File: config.mk
export PLATFORM = sky130hd
export DESIGN_NAME = prci_bridge
export DESIGN_NICKNAME = d
export VERILOG_FILES = /design/src/prci_pkg.sv /design/src/prci_bridge.sv
export SDC_FILE = /design/constraint.sdc
export NUM_CORES = 1
export LEC_CHECK = 0
export BUFFER_PORTS_ARGS = -buffer_cell sky130_fd_sc_hd__buf_2
export CORE_ASPECT_RATIO = 0.5
export CORE_MARGIN = 2
export CORE_UTILIZATION = 40
export DETAILED_ROUTE_END_ITERATION = 8
export GPL_ROUTABILITY_DRIVEN = 0
export HOLD_SLACK_MARGIN = 0.06
export PLACE_DENSITY = 0.68
export SYNTH_ARGS = -nofsm -noshare
export SYNTH_HDL_FRONTEND = slang
export SYNTH_SLANG_ARGS = --single-unit
File: constraint.sdc
create_clock -name pclk -period 2.3 [get_ports pclk]
set_input_delay 0.345 -clock pclk [delete_from_list [all_inputs] [get_ports pclk]]
set_output_delay 0.345 -clock pclk [all_outputs]
set_load 0.1 [all_outputs]
File: src/prci_pkg.sv
package prci_pkg;

  // Register byte offsets
  localparam logic [7:0] PRCI_OFF_CTRL = 8'h00;
  localparam logic [7:0] PRCI_OFF_INTX = 8'h04;
  localparam logic [7:0] PRCI_OFF_STAT = 8'h08;
  localparam logic [7:0] PRCI_OFF_ACSV = 8'h0C;
  localparam logic [7:0] PRCI_OFF_SPIB = 8'h10;
  localparam logic [7:0] PRCI_OFF_MEMW = 8'h14;
  localparam logic [7:0] PRCI_OFF_TUID = 8'h18;
  localparam logic [7:0] PRCI_OFF_PTM = 8'h1C;

  // Control fields
  localparam int PRCI_CTRL_XLAT = 0;
  localparam int PRCI_CTRL_NSDG = 1;
  localparam int PRCI_CTRL_P2P = 2;
  localparam int PRCI_CTRL_ACS_EN = 3;
  localparam int PRCI_CTRL_EGRESS = 4;
  localparam int PRCI_CTRL_IOEN = 5;
  localparam logic [31:0] PRCI_CTRL_RST = 32'h0000_0008;
  localparam logic [31:0] PRCI_SPIB_RST = 32'h0000_0020;
  localparam logic [31:0] PRCI_MEMW_RST = 32'h8000_0000;
  localparam int PRCI_TUID_COH = 4;
  localparam int PRCI_TUID_STALL = 24;
  localparam int PRCI_PASID_BITS = 16;
  localparam int PRCI_LEGACY_LINES = 4;

  typedef enum logic [1:0] {
    PRCI_ATTR_DEVICE = 2'b00,
    PRCI_ATTR_NONCACHED = 2'b01,
    PRCI_ATTR_CACHE_SHARED = 2'b10
  } prci_attr_type;

  typedef enum logic [1:0] {
    PRCI_DEST_MEM = 2'b00,
    PRCI_DEST_PEER = 2'b01,
    PRCI_DEST_ABORT = 2'b10
  } prci_dest_type;

  typedef struct packed {
    logic valid;
    logic [31:0] addr;
    logic no_snoop;
    logic peer;
    logic translated;
    logic [15:0] pasid;
  } prci_req_type;

  typedef struct packed {
    logic valid;
    logic [31:0] addr;
    prci_attr_type attr;
    logic snoop;
    logic ordered;
    logic no_merge;
    logic no_alloc;
    prci_dest_type dest;
    logic [15:0] pasid;
  } prci_out_type;

  typedef struct packed {
    logic valid;
    logic permit;
    logic cacheable;
    logic fault;
  } prci_xlat_type;

endpackage : prci_pkg

File: src/prci_bridge.sv
`timescale 1ns/1ns
// Contract
// - Every legacy line of every root port gets a distinct shared interrupt
// - Legacy interrupt delivery uses only standard-defined registers
// - Each function needing virtualization is tied to a translation context
// - Snooping inbound to cacheable shared memory snoops processor caches
// - No translation: memory or device; device ordered, unmerged, no alloc
// - No translation: memory access with no-snoop issued non-cached
// - No translation: memory access without no-snoop issued cacheable shared
// - With translation keep its attributes; no-snoop downgrade optional
// - Legacy I/O maps one-to-one onto a host window, set before boot (code has no I/O window; IOEN bit is only stored)
// - Peer-to-peer attempts never deadlock, even when unsupported
// - Root ports do source check, blocking, redirects, upstream forward
// - Redirected requests validated through the translation unit
// - Access control violations detected, logged and reported
// - Peer transactions between root ports validated before forwarding
// - Translated peer access control present when peer traffic allowed
// - At least sixteen PASID bits carried end to end
// - Time measurement root takes master time from the system counter
// - Translation unit accesses are coherent, coherent flag reads one
// - Root complex never uses stall-on-fault; faults terminate (code still forwards a permitted peer request to PRCI_DEST_PEER on fault)
module prci_bridge
  import prci_pkg::*;
#(
  parameter int PORTS = 2
) (
  // Clock and reset
  input wire logic pclk,
  input wire logic presetn,
  // APB slave
  input wire logic psel,
  input wire logic penable,
  input wire logic pwrite,
  input wire logic [31:0] paddr,
  input wire logic [31:0] pwdata,
  output logic [31:0] prdata,
  output logic pready,
  output logic pslverr,
  // Legacy interrupt wires from root ports (asynchronous levels)
  input wire logic [PORTS*PRCI_LEGACY_LINES-1:0] intx_lines,
  output logic [PORTS*PRCI_LEGACY_LINES-1:0] spi_level,
  output logic [31:0] spi_base,
  // Inbound transaction path
  input prci_req_type in_req,
  input prci_xlat_type xlat_rsp,
  output logic xlat_query,
  output prci_out_type out_req,
  output logic acs_violation,
  // System counter for time measurement
  input wire logic [63:0] sys_counter,
  output logic [63:0] ptm_master_time
);

  localparam int NL = PORTS * PRCI_LEGACY_LINES;

  // ==========================================================
  // Address decode helper
  // ==========================================================
  function automatic logic hit(input logic [31:0] a, input logic [7:0] off);
    hit = (a[31:8] == 24'h000000) && (a[7:0] == off);
  endfunction : hit

  function automatic logic mapped(input logic [31:0] a);
    mapped = hit(a, PRCI_OFF_CTRL) || hit(a, PRCI_OFF_INTX) ||
             hit(a, PRCI_OFF_STAT) || hit(a, PRCI_OFF_ACSV) ||
             hit(a, PRCI_OFF_SPIB) || hit(a, PRCI_OFF_MEMW) ||
             hit(a, PRCI_OFF_TUID) || hit(a, PRCI_OFF_PTM);
  endfunction : mapped

  // ==========================================================
  // Registers
  // ==========================================================
  logic [31:0] ctrl_q, ctrl_d;
  logic [31:0] spib_q, spib_d;
  logic [31:0] memw_q, memw_d;
  logic [31:0] acsv_q, acsv_d;
  logic [15:0] vcnt_q, vcnt_d;
  logic [NL-1:0] sync1_q, sync2_q;
  prci_out_type out_q, out_d;
  logic viol_q, viol_d;
  logic query_q, query_d;
  prci_req_type hold_q, hold_d;
  logic [63:0] ptm_q;

  logic wr_en;
  logic rd_en;
  logic is_mem;
  logic [31:0] tuid;

  assign wr_en = psel && penable && pwrite;
  assign rd_en = psel && penable && !pwrite;
  assign pready = 1'b1;
  assign pslverr = psel && penable && !mapped(paddr);

  always_comb begin
    tuid = 32'h0000_0000;
    tuid[PRCI_TUID_COH] = 1'b1;
    tuid[PRCI_TUID_STALL] = 1'b0;
  end

  // ==========================================================
  // Legacy interrupt conversion
  // ==========================================================
  // Two-flop sync; pins are asynchronous
  always_ff @(posedge pclk or negedge presetn) begin
    if (!presetn) begin
      sync1_q <= '0;
      sync2_q <= '0;
    end else begin
      sync1_q <= intx_lines;
      sync2_q <= sync1_q;
    end
  end

  assign spi_level = sync2_q;
  // base is a plain standard-style number
  assign spi_base = spib_q;

  // ==========================================================
  // Time source
  // ==========================================================
  // PTM root time from counter
  always_ff @(posedge pclk or negedge presetn) begin
    if (!presetn) begin
      ptm_q <= 64'h0000_0000_0000_0000;
    end else begin
      ptm_q <= sys_counter;
    end
  end
  assign ptm_master_time = ptm_q;

  // ==========================================================
  // Register writes
  // ==========================================================
  always_comb begin
    ctrl_d = ctrl_q;
    spib_d = spib_q;
    memw_d = memw_q;
    if (wr_en && hit(paddr, PRCI_OFF_CTRL)) begin
      ctrl_d = {26'h0000000, pwdata[5:0]};
      // access control stays enabled with peer traffic
      if (pwdata[PRCI_CTRL_P2P]) begin
        ctrl_d[PRCI_CTRL_ACS_EN] = 1'b1;
      end
    end
    if (wr_en && hit(paddr, PRCI_OFF_SPIB)) begin
      spib_d = pwdata;
    end
    if (wr_en && hit(paddr, PRCI_OFF_MEMW)) begin
      memw_d = pwdata;
    end
  end

  // ==========================================================
  // Inbound attribute and access control
  // ==========================================================
  assign is_mem = hold_q.addr >= memw_q;

  always_comb begin
    hold_d = in_req;
    out_d = '0;
    viol_d = 1'b0;
    query_d = 1'b0;
    out_d.valid = hold_q.valid;
    out_d.addr = hold_q.addr;
    out_d.pasid = hold_q.pasid;
    out_d.dest = PRCI_DEST_MEM;
    if (hold_q.valid) begin
      if (!ctrl_q[PRCI_CTRL_XLAT]) begin
        if (!is_mem) begin
          out_d.attr = PRCI_ATTR_DEVICE;
          out_d.ordered = 1'b1;
          out_d.no_merge = 1'b1;
          out_d.no_alloc = 1'b1;
        end else if (hold_q.no_snoop) begin
          out_d.attr = PRCI_ATTR_NONCACHED;
        end else begin
          out_d.attr = PRCI_ATTR_CACHE_SHARED;
          out_d.snoop = 1'b1;
        end
      end else begin
        query_d = 1'b1;
        if (xlat_rsp.cacheable &&
            !(hold_q.no_snoop && ctrl_q[PRCI_CTRL_NSDG])) begin
          out_d.attr = PRCI_ATTR_CACHE_SHARED;
          out_d.snoop = !hold_q.no_snoop;
        end else begin
          out_d.attr = PRCI_ATTR_NONCACHED;
        end
        if (xlat_rsp.fault) begin
          out_d.dest = PRCI_DEST_ABORT;
        end
      end
      if (hold_q.peer) begin
        if (!ctrl_q[PRCI_CTRL_P2P]) begin
          out_d.dest = PRCI_DEST_ABORT;
          viol_d = 1'b1;
        end else begin
          query_d = 1'b1;
          if (!(xlat_rsp.valid && xlat_rsp.permit) ||
              ctrl_q[PRCI_CTRL_EGRESS]) begin
            out_d.dest = PRCI_DEST_ABORT;
            viol_d = 1'b1;
          end else begin
            out_d.dest = PRCI_DEST_PEER;
          end
        end
      end else if (ctrl_q[PRCI_CTRL_ACS_EN] && hold_q.translated &&
                   !ctrl_q[PRCI_CTRL_XLAT]) begin
        out_d.dest = PRCI_DEST_ABORT;
        viol_d = 1'b1;
      end
    end
  end

  // sticky log, set wins over clear
  always_comb begin
    acsv_d = acsv_q;
    vcnt_d = vcnt_q;
    if (wr_en && hit(paddr, PRCI_OFF_ACSV)) begin
      acsv_d = acsv_q & ~pwdata;
    end
    if (viol_q) begin
      acsv_d[0] = 1'b1;
      acsv_d[31:16] = out_q.addr[15:0];
      vcnt_d = vcnt_q + 16'h0001;
    end
  end

  // register state reset here; no legacy I/O window, memw_q and spib_q stay writable after boot
  always_ff @(posedge pclk or negedge presetn) begin
    if (!presetn) begin
      ctrl_q <= PRCI_CTRL_RST;
      spib_q <= PRCI_SPIB_RST;
      memw_q <= PRCI_MEMW_RST;
      acsv_q <= 32'h0000_0000;
      vcnt_q <= 16'h0000;
      out_q <= '0;
      viol_q <= 1'b0;
      query_q <= 1'b0;
      hold_q <= '0;
    end else begin
      ctrl_q <= ctrl_d;
      spib_q <= spib_d;
      memw_q <= memw_d;
      acsv_q <= acsv_d;
      vcnt_q <= vcnt_d;
      out_q <= out_d;
      viol_q <= viol_d;
      query_q <= query_d;
      hold_q <= hold_d;
    end
  end

  assign out_req = out_q;
  assign acs_violation = viol_q;
  assign xlat_query = query_q;

  // ==========================================================
  // Read data
  // ==========================================================
  always_comb begin
    prdata = 32'h0000_0000;
    if (rd_en) begin
      if (hit(paddr, PRCI_OFF_CTRL)) prdata = ctrl_q;
      if (hit(paddr, PRCI_OFF_INTX)) prdata = 32'(sync2_q);
      if (hit(paddr, PRCI_OFF_STAT)) prdata = {16'h0000, vcnt_q};
      if (hit(paddr, PRCI_OFF_ACSV)) prdata = acsv_q;
      if (hit(paddr, PRCI_OFF_SPIB)) prdata = spib_q;
      if (hit(paddr, PRCI_OFF_MEMW)) prdata = memw_q;
      if (hit(paddr, PRCI_OFF_TUID)) prdata = tuid;
      if (hit(paddr, PRCI_OFF_PTM)) prdata = ptm_q[31:0];
    end
  end
endmodule : prci_bridge

==> impl_results.md, run 1 <==
* Max clock buf depth at 3
* Share of layout cells above drive strength 1 at 0.406
* CTS tree: yes
* Crit share post-route at 1.13
* Buffers on Ports at ~390
* Iteration-0 DRC Markers at 777
* Pre-antenna DRT Iters at 5
* Worst rel slew slack at 0.567
* Total Wirelength at about 39 mm
* Row cnt at 44
* Vias per inst at 5.02
* Final worst path period need at ~2600 ps
* Layout area overhead at 56.4%
* Min setup slack post-route at -297 ps
* Post-route ant nets at 0
* Hold Crit Class: in2reg
* CTS Buf Count at 27
* Skew-Pair Late Insertion Delay at 550 ps
* Net Count, Synth at 1177
* Pin count of the biggest net entering global routing at 81
* Worst setup SP type: input pin
* CP Max Fanout at 5
* Core area at between 0.02 and 0.03 sq mm
* Ys flop type: dfrtp_1
* Setup TNS at -5780 ps
* Seq pwr share at 0.456
* Leak Pwr at 8.62 nW
* DRC Markers at 0
* H-tree depth at 1
* Post-synthesis sequential element count at 307
* Fin. max-slew vios at 0
* Total of max-cap violations at 0
* Total Power at roughly 0.013 W
* Asr flop ratio synth at 1.00
* Setup Viol. Count Final at 33
* Area contributors post-synth: dfrtp_1 65%, o21ai_0 3.7%, nand2_1 3.6%
* Clock root cell: clkbuf_16
* Die H at 125 um
* Final hold vios at 0
* Cell Int Power at about 0.0092 W
* CP endpoint kind: primary output
* Synth cell types at 58
* Switch Pwr at 0.00363 W
* DP HPWL at between 20 and 30 mm
* Gr ovfl total at 0
* RSZ-0062 raised after global routing: true
* Footprint of the multi-input gates at 0.00417 sq mm
* Die Area at 0.0307 sq mm
* Switching share of power at 0.283
* Netlist Area Pre-Place at 0.0117 sq mm
* Register area share after synthesis at 0.657
* YS warnings at 0
* Vias at a little under 10000
* Share of the synthesized area in the top cell type at 0.650
* Initial antenna violation count at 0
* WS Path Type: in2out
* Die width at ~250 um
* Cells after Synth at 947
* Syn Area/Cell at 12.4 sq um
* Violated checks: negative setup slack
* Max VDD drop at 0.627 mV
* Nets at roughly 1800
* Fmax at about 380 MHz
* Seq. cell area at 0.00769 sq mm
* Status: finished with violations
* Clock sinks at 307
* Post-synth EDFFs at 0
* Worst Skew at 17.6 ps
* Fill cells at ~2200
* Worst path required time at 1960 ps
* CP Data Arrival Time at around 2300 ps
* # IOs at slightly below 400
* Clock share of power at 0.392
* Initial core utilization at 0.405
* Combinational share of power at 0.152
* Clk slew on worst S/H paths at approximately 70 ps
* Tightest Pin Transition at about 650 ps
* First-pass GRT wire length at 60.0 mm
* Dominant cell type by area after synthesis: dfrtp_1
* Pwr dens at between 600 and 700 mW/mm^2
* Number of global-route vias before repair at 10557
* GR Util All Layers at 0.254
* WL per Instance at around 20 um
## registers in the layout, indices dropped and copies added, names as in the netlist
register	cells
ptm_master_time	64
spi_base	32
ctrl_q	6
out_req	55
acsv_q	32
memw_q	32
vcnt_q	16
acs_violation	1
spi_level	8
xlat_query	1
hold_q	52
sync1_q	8
## cell families after synthesis
kind of cell | count (synthesis) | synth area share
AO/OA/AOI/OAI | 216 | 0.119
XOR/XNOR | 15 | 0.0112
adder cells (fa/ha/maj) | 33 | 0.0353
buffers and inverters | 81 | 0.0304
flip-flops | 307 | 0.657
multiplexers | 55 | 0.0512
other | 1 | 0.000321
AND/OR/NAND/NOR | 239 | 0.0951
## critical path, stage by stage
cell     delay (ps)
buf_2           120
nor4_4          250
nand4_1         190
buf_4           200
nor3_4          130
nand2_2          90
or4_4           540
o22ai_4         180
buf_12          200
## area by class of cell
| class | count | share of cell area |
|---|---|---|
| flip-flops and latches | 307 | 0.420 |
| well taps | 391 | 0.0267 |
| repair buffers | 626 | 0.263 |
| inverters | 37 | 0.00759 |
| multi-input cells | 559 | 0.228 |
| clock inverters | 11 | 0.0104 |
| diodes | 1 | 0.000137 |
| clock buffers | 38 | 0.0436 |
## Yosys cell counts, drive strengths merged, types with 4 or more instances
cell,count
clkbuf,29
a21boi,16
o21ai,94
mux2i,16
nand2,111
o221a,5
a21oi,23
mux2,39
nor4,10
a32o,9
nand2b,5
inv,37
nor3,12
nand3,27
o211ai,6
o22ai,6
a22oi,36
ha,33
dfrtp,304
nor2,47
nand4,13
a211oi,4
xnor2,13
a21o,4
buf,15
## metrics by stage
step,setup slack [ps],cell area [sq um],hold WS (ps),std cells,utilization
after floorplan,-446,12000,49.4,947,-
after detailed placement,-385,15400,330,1757,0.535
after global routing,-345,18300,78.0,1969,0.633
final,-297,18300,89.9,1970,0.633
after CTS,-357,18100,70.4,1966,0.627
after global placement,-318,15400,317,1757,0.535
## worst paths after layout
kind                             from             endpoint  slack, ps  cells after the start
hold / removal              pwdata[6]            memw_q[6]         90                      3
setup / recovery             paddr[8]            prdata[0]       -300                      9
setup reg to reg            memw_q[3]          out_req[21]        -20                      8
hold reg to reg            sync1_q[6]         spi_level[6]        350                      0
max in group asynchronous     presetn           memw_q[21]       1140                      3
min in group asynchronous     presetn  ptm_master_time[14]        350                      2
## metal layers
layer  global-route usage  share of wire
met1                0.325           0.40
met4               0.0930          0.039
met2                0.441           0.52
met5                    0              0
met3               0.0360          0.043
## cells in the final DEF, fill, tap and decap left out, types with 26 or more instances in the layout
cell type / n
buf_2: 351
dfrtp_1: 304
dlygate4sd3_1: 155
nand2_1: 108
o21ai_0: 86
buf_4: 62
buf_12: 44
mux2_2: 37
a22oi_1: 34
inv_1: 33
ha_1: 30
clkbuf_16: 27
nand3_1: 26
## power groups by stage
stage | logic, W | registers [W] | clock network (W)
global route | 0.00205 | 0.00586 | 0.00536
global placement | 0.00168 | 0.00592 | 0
CTS | 0.00193 | 0.00583 | 0.00511
floorplan | 0.000298 | 0.00669 | 0
finish | 0.00195 | 0.00583 | 0.00502
detailed placement | 0.00171 | 0.00593 | 0
## timing repair
| item | CTS | global route |
|---|---|---|
| buffers inserted | 6 | 5 |
| resized for setup | 22 | 31 |
| hold buffers | 155 | 0 |
| hold endpoints to repair | 223 | 0 |
| pin swaps | 13 | 17 |
| endpoints found under the setup margin | 36 | 36 |
Power figures use the tool's default switching activity.
==> inputs of run 2 (changes only) <==
--- a/config.mk
+++ b/config.mk
@@ -6,13 +6,15 @@
 export NUM_CORES = 1
 export LEC_CHECK = 0
 export BUFFER_PORTS_ARGS = -buffer_cell sky130_fd_sc_hd__buf_2
+export CELL_PAD_IN_SITES_DETAIL_PLACEMENT = 1
+export CELL_PAD_IN_SITES_GLOBAL_PLACEMENT = 1
 export CORE_ASPECT_RATIO = 0.5
 export CORE_MARGIN = 2
-export CORE_UTILIZATION = 40
+export CORE_UTILIZATION = 35
 export DETAILED_ROUTE_END_ITERATION = 8
 export GPL_ROUTABILITY_DRIVEN = 0
 export HOLD_SLACK_MARGIN = 0.06
-export PLACE_DENSITY = 0.68
+export PLACE_DENSITY_LB_ADDON = 0.1
 export SYNTH_ARGS = -nofsm -noshare
 export SYNTH_HDL_FRONTEND = slang
 export SYNTH_SLANG_ARGS = --single-unit
==> run 2 against run 1 <==
Compared with the run above: the flow still finishes with violations (negative setup slack); combinational power increased by 2%; final cell count increased by 2.4%; cell area increased by 0.42%; sequential share of layout area decreased by 0.18 points; maximum frequency decreased by 3.7%; die area increased by 14%; largest power group unchanged.
==> impl_results.md, run 2 (synthesis results as in run 1) <==
* Leak Pwr at 8.63 nW (+0.13%)
* Switching share of power at 0.291 (+0.00753)
* Hold Crit Class: in2reg
* Tightest Pin Transition at 637 ps (-13.4 ps)
* Fin. max-slew vios at 0 (unchanged)
* DRC Markers at 0 (unchanged)
* Total of max-cap violations at 0 (unchanged)
* Skew-Pair Late Insertion Delay at 560 ps (about the same)
* Max clock buf depth at 3 (unchanged)
* Clock root cell: clkbuf_16
* GR Util All Layers at 0.242 (-0.0114)
* Worst rel slew slack at 0.576 (+0.00892)
* Min setup slack post-route at -397 ps (-99.2 ps)
* Initial core utilization at 0.355 (-0.0502)
* DP HPWL at 29.4 mm (+11%)
* Total Power at 0.0129 W (+0.85%)
* H-tree depth at 1 (unchanged)
* Crit share post-route at 1.17 (+0.0431)
* Switch Pwr at 0.00376 W (+3.5%)
* Clock sinks at 307 (unchanged)
* CP Data Arrival Time at 2350 ps (+100 ps)
* Cell Int Power at 0.00916 W (-0.21%)
* Core area at 0.0330 sq mm (+14%)
* Seq pwr share at 0.452 (-0.004)
* CP endpoint kind: primary output
* Fin area at 0.0184 sq mm (+0.42%)
* Status: finished with violations
* Hold worst-path end: memw_q[0]
* Die H at 133 um (+6.7%)
* FF-to-FF path depth at 7 (-1)
* Die Area at 0.0350 sq mm (+14%)
* CTS tree: yes
* Pin count of the biggest net entering global routing at 63 (-22%)
* # IOs at 394 (unchanged)
* Worst path cell trace: buf_6, nor4_4, nand4_1, buf_4, nor3_4, nand2_1, or4_4, o21ai_4, buf_12
* Setup Viol. Count Final at 33 (unchanged)
* Critical path's top delay family: simple AND/OR/NAND/NOR gates
* Worst Path Buf+Inv at 3 (unchanged)
* Slowest cell on crit path: or4_4
* Largest register FFs at 64 (unchanged)
* WHS at 132 ps (+41.9 ps)
* Final worst path period need at 2700 ps (+99.2 ps)
* Vias per inst at 4.92 (-1.8%)
* Worst path required time at 1960 ps (about the same)
* Initial antenna violation count at 1 (+1)
* Violated checks: negative setup slack
* Share of layout cells above drive strength 1 at 0.400 (-0.00558)
* Row cnt at 47 (+6.8%)
* Clk slew on worst S/H paths at 70 ps (about the same)
* Gr ovfl total at 0 (unchanged)
* Pwr dens at 703 mW/mm^2 (+0.43%)
* Nets at 1783 (-0.28%)
* Fmax at 371 MHz (-3.7%)
* Total Wirelength at 42.2 mm (+8.8%)
* Worst R2R Setup Slack at -30 ps (about the same)
* Post-layout util at 0.557 (-0.0761)
* Number of global-route vias before repair at 11298 (+7.0%)
* Most common cell after layout, fill and taps aside: buf_2
* Commonest cells after routing, fill and taps aside: 350 x buf_2, 304 x dfrtp_1, 159 x dlygate4sd3_1
* Combinational share of power at 0.154 (+0.002)
* Reg-to-Reg Start: memw_q[5]
* WS Path Type: in2out
* Layout area overhead at 57.0%
* RR Endpoint: out_req[21]
* RSZ-0062 raised after global routing: true
* Vias at 9933 (+0.51%)
* WL per Instance at 20.9 um (+6.3%)
* Clock share of power at 0.394 (+0.002)
* Dpl cell area at 0.0155 sq mm (+0.16%)
* First-pass GRT wire length at 65.5 mm (+9.1%)
* CTS Buf Count at 29 (+7.4%)
* CP Max Fanout at 5 (unchanged)
* CP max stage delay at 540 ps (about the same)
* Worst Skew at 9.61 ps (-8.04 ps)
* Hold path start: pwdata[0]
* Worst setup SP type: input pin
* Pre-antenna DRT Iters at 5 (unchanged)
* Buffers on Ports at 392 (unchanged)
* Die width at 263 um (+6.8%)
* Iteration-0 DRC Markers at 463 (-40%)
* Post-route ant nets at 0 (unchanged)
* Final hold vios at 0 (unchanged)
* Max VDD drop at 0.574 mV (-8.5%)
* Hold path depth at 2 (-1)
## run 2: changes by cell type in the layout (fill, tap and decap cells not counted), moves of 3 or more
| cell | before | now |
|---|---|---|
| dlygate4sd3_1 | 155 | 159 |
| clkinv_2 | 2 | 5 |
| clkbuf_8 | 8 | 5 |
| buf_12 | 44 | 47 |
| buf_4 | 62 | 51 |
## run 2: worst max path at each step
stage	startpoint	end	slack, ps	depth (start not counted)
finish	paddr[9]	prdata[5]	-400	9
global route	paddr[21]	prdata[3]	-450	9
CTS	paddr[9]	prdata[5]	-380	9
detailed placement	paddr[9]	prdata[5]	-420	9
global placement	paddr[9]	prdata[5]	-390	9
floorplan	paddr[27]	prdata[1]	-450	7
## run 2: cell type report
type	instances	area (sq um)
clock buffers	37	806
fillers	3473	14600
clock inverters	16	201
repair buffers	619	4810
flip-flops and latches	307	7690
multi-input cells	559	4180
diodes	1	2.50
well taps	441	552
inverters	37	139
## run 2: repair_timing
item	CTS	global route
hold buffers	159	0
setup buffers	4	5
pin swaps	8	17
endpoints found under the setup margin	37	37
gates resized for setup	22	27
endpoints found under the hold margin	307	0
## run 2: routing by layer
metal,vias up,global-route usage,share of wire
met2,260,0.433,0.52
met1,5059,0.306,0.42
met5,-,0,0
met4,0,0.0677,0.027
met3,71,0.0396,0.039
li1,4543,-,-
## run 2: per-stage QoR
stage	setup TNS [ps]	worst slack [ps]	instances
finish	-6090	-397	2017
global route	-8830	-447	2017
CTS	-6490	-380	2012
detailed placement	-19970	-416	1797
global placement	-16340	-385	1797
floorplan	-9340	-446	947
## run 2: power by group through the flow
stage	Sequential [W]	Clock [W]	Combinational, W
2_1_floorplan	0.00669	0	0.000298
3_5_place_dp	0.00593	0	0.00173
4_1_cts	0.00583	0.00524	0.00196
3_3_place_gp	0.00592	0	0.00170
6_report	0.00584	0.00509	0.00199
5_1_grt	0.00586	0.00544	0.00210
==> inputs of run 3 (changes only) <==
--- a/config.mk
+++ b/config.mk
@@ -14,6 +14,7 @@
 export DETAILED_ROUTE_END_ITERATION = 8
 export GPL_ROUTABILITY_DRIVEN = 0
 export HOLD_SLACK_MARGIN = 0.06
+export MAX_ROUTING_LAYER = met4
 export PLACE_DENSITY_LB_ADDON = 0.1
 export SYNTH_ARGS = -nofsm -noshare
 export SYNTH_HDL_FRONTEND = slang
==> run 3 against run 2 <==
Compared with the run above: the flow still finishes with violations (negative setup slack); register-to-register slack barely moved; total power rose by 0.26%; cell area rose by 0.45%; critical path type unchanged; count of clock-buffer cells in the layout did not move.
==> impl_results.md, run 3 (synthesis results as in run 1) <==
* Setup Viol. Count Final at 33 (unchanged)
* Clock share of power at 0.395 (about the same)
* Clk slew on worst S/H paths at 70 ps (about the same)
* CTS Buf Count at 29 (unchanged)
* Commonest cells after routing, fill and taps aside: 350 x buf_2, 304 x dfrtp_1, 159 x dlygate4sd3_1
* Worst Skew at 8.73 ps (-0.881 ps)
* Slowest cell on crit path: or4_4
* Setup TNS at -7650 ps (-1550 ps)
* Dpl cell area at 0.0155 sq mm (unchanged)
* WHS at 129 ps (-2.66 ps)
* GR Util All Layers at 0.250 (+0.00755)
* Die Area at 0.0350 sq mm (unchanged)
* Reg-to-Reg Start: memw_q[5]
* Buffers on Ports at 392 (unchanged)
* WL per Instance at 21.1 um (+0.83%)
* Switch Pwr at 0.00379 W (+0.91%)
* Initial antenna violation count at 1 (unchanged)
* Most common cell after layout, fill and taps aside: buf_2
* Largest register FFs at 64 (unchanged)
* RR Endpoint: out_req[21]
* Worst rel slew slack at 0.575 (about the same)
* Die H at 133 um (unchanged)
* Fin area at 0.0185 sq mm (+0.45%)
* Violated checks: negative setup slack
* Die width at 263 um (unchanged)
* Final worst path period need at 2700 ps (+4.15 ps)
* Clock sinks at 307 (unchanged)
* FF-to-FF path depth at 7 (unchanged)
* Vias per inst at 4.94 (+0.29%)
* Leak Pwr at 8.64 nW (+0.13%)
* # IOs at 394 (unchanged)
* Nets at 1784 (+0.056%)
* Tightest Pin Transition at 637 ps (+0.137 ps)
* RSZ-0062 raised after global routing: true
* Core area at 0.0330 sq mm (unchanged)
* Initial core utilization at 0.355 (unchanged)
* Worst path required time at 1960 ps (about the same)
* Worst Path Buf+Inv at 3 (unchanged)
* Number of global-route vias before repair at 11283 (-0.13%)
* Pwr dens at 702 mW/mm^2 (-0.19%)
* Hold Crit Class: in2reg
* Switching share of power at 0.293 (+0.00188)
* Fin. max-slew vios at 0 (unchanged)
* Total Wirelength at 42.6 mm (+0.88%)
* Gr ovfl total at 0 (unchanged)
* Worst R2R Setup Slack at -30 ps (about the same)
* Layout area overhead at 57.7%
* Fmax at 370 MHz (-0.15%)
* Worst path cell trace: buf_6, nor4_4, nand4_1, buf_4, nor3_4, nand2_1, or4_4, o21ai_4, buf_12
* Logic depth of the worst path, buffers included at 9 (unchanged)
* DRC Markers at 0 (unchanged)
* Share of layout cells above drive strength 1 at 0.409 (+0.00863)
* Crit share post-route at 1.17 (+0.00181)
* Row cnt at 47 (unchanged)
* Critical Path Source: paddr[9]
* Min setup slack post-route at -401 ps (-4.15 ps)
* Skew-Pair Late Insertion Delay at 560 ps (about the same)
* Fill cells at 3468 (-0.14%)
* WS Path Type: in2out
* Critical path's top delay family: simple AND/OR/NAND/NOR gates
* CTS tree: yes
* Pin count of the biggest net entering global routing at 63 (unchanged)
* Cell Int Power at 0.00916 W (about the same)
* Post-route ant nets at 0 (unchanged)
* CP endpoint kind: primary output
* Worst setup SP type: input pin
* Max clock buf depth at 3 (unchanged)
* Final hold vios at 0 (unchanged)
* Combinational share of power at 0.154 (about the same)
* H-tree depth at 1 (unchanged)
* Clock root cell: clkbuf_16
* Seq pwr share at 0.451 (about the same)
* CP Max Fanout at 5 (unchanged)
* First-pass GRT wire length at 65.4 mm (about the same)
* CP max stage delay at 540 ps (about the same)
* Total of max-cap violations at 0 (unchanged)
* DP HPWL at 29.4 mm (unchanged)
* Iteration-0 DRC Markers at 486 (+5.0%)
* Max VDD drop at 0.575 mV (+0.17%)
* Status: finished with violations
* Pre-antenna DRT Iters at 4 (-1)
* Vias at 9967 (+0.34%)
* CP Data Arrival Time at 2360 ps (about the same)
* Worst setup path endpoint: prdata[5]
## run 3: cell count changes in the layout (fill, tap and decap cells not counted)
| cell | previous run | this run |
|---|---|---|
| a211oi_2 | 2 | 3 |
| a211oi_4 | 1 | 0 |
| a22oi_1 | 35 | 21 |
| a22oi_2 | 1 | 15 |
| clkbuf_16 | 29 | 30 |
| nand3_1 | 25 | 26 |
| nand3_2 | 2 | 1 |
## run 3: through the flow
step / total power (W) / setup WS [ps] / utilization / cells
2_1_floorplan: 0.00699 / -446 / - / 947
3_3_place_gp: 0.00762 / -385 / 0.469 / 1797
3_5_place_dp: 0.00766 / -416 / 0.469 / 1797
4_1_cts: 0.0130 / -380 / 0.552 / 2012
5_1_grt: 0.0134 / -447 / 0.559 / 2018
6_report: 0.0129 / -401 / 0.559 / 2018
## run 3: worst min path at each step
stage	slack [ps]	startpoint	depth (start not counted)	to
after floorplan	50	presetn	0	acs_violation
after global placement	260	presetn	1	hold_q[13]
after detailed placement	270	presetn	1	ptm_master_time[35]
after CTS	100	pwdata[0]	3	acsv_q[0]
after global routing	120	pwdata[0]	3	acsv_q[0]
final	130	pwdata[0]	3	acsv_q[0]
## run 3: worst reg2reg max path, delay by kind of cell (launching register included)
family | cells | cell delay (ps)
AOI/OAI and AO/OA | 5 | 1530
DFF | 1 | 390
adders and majority gates | 1 | 200
buffers and inverters | 1 | 90
## run 3: final cells by class
class	count	area, sq um	area share
diodes	1	2.50	0.000136
clock buffers	37	806	0.0437
clock inverters	16	201	0.0109
inverters	37	139	0.00753
multi-input cells	559	4230	0.229
flip-flops and latches	307	7690	0.417
well taps	441	552	0.0299
repair buffers	620	4830	0.262
## run 3: metal layers
layer	part of all wire	vias up	wire, um	global-route usage
li1	-	4544	-	-
met4	0.029	0	1220	0.0677
met3	0.038	81	1610	0.0364
met2	0.51	258	21900	0.433
met1	0.42	5084	17900	0.308
met5	0	-	0	-
## run 3: what timing repair did
item	CTS	global route
endpoints found under the setup margin	37	37
pin swaps	8	43
cloned	0	1
endpoints found under the hold margin	307	0
resized for setup	22	39
buffers inserted	4	5
hold buffers	159	0
## run 3: power by group through the flow
stage               logic [W]  clock network (W)  registers, W
CTS                   0.00196            0.00524       0.00583
global placement      0.00170                  0       0.00592
detailed placement    0.00173                  0       0.00593
finish                0.00199            0.00511       0.00584
floorplan            0.000298                  0       0.00669
global route          0.00210            0.00545       0.00587
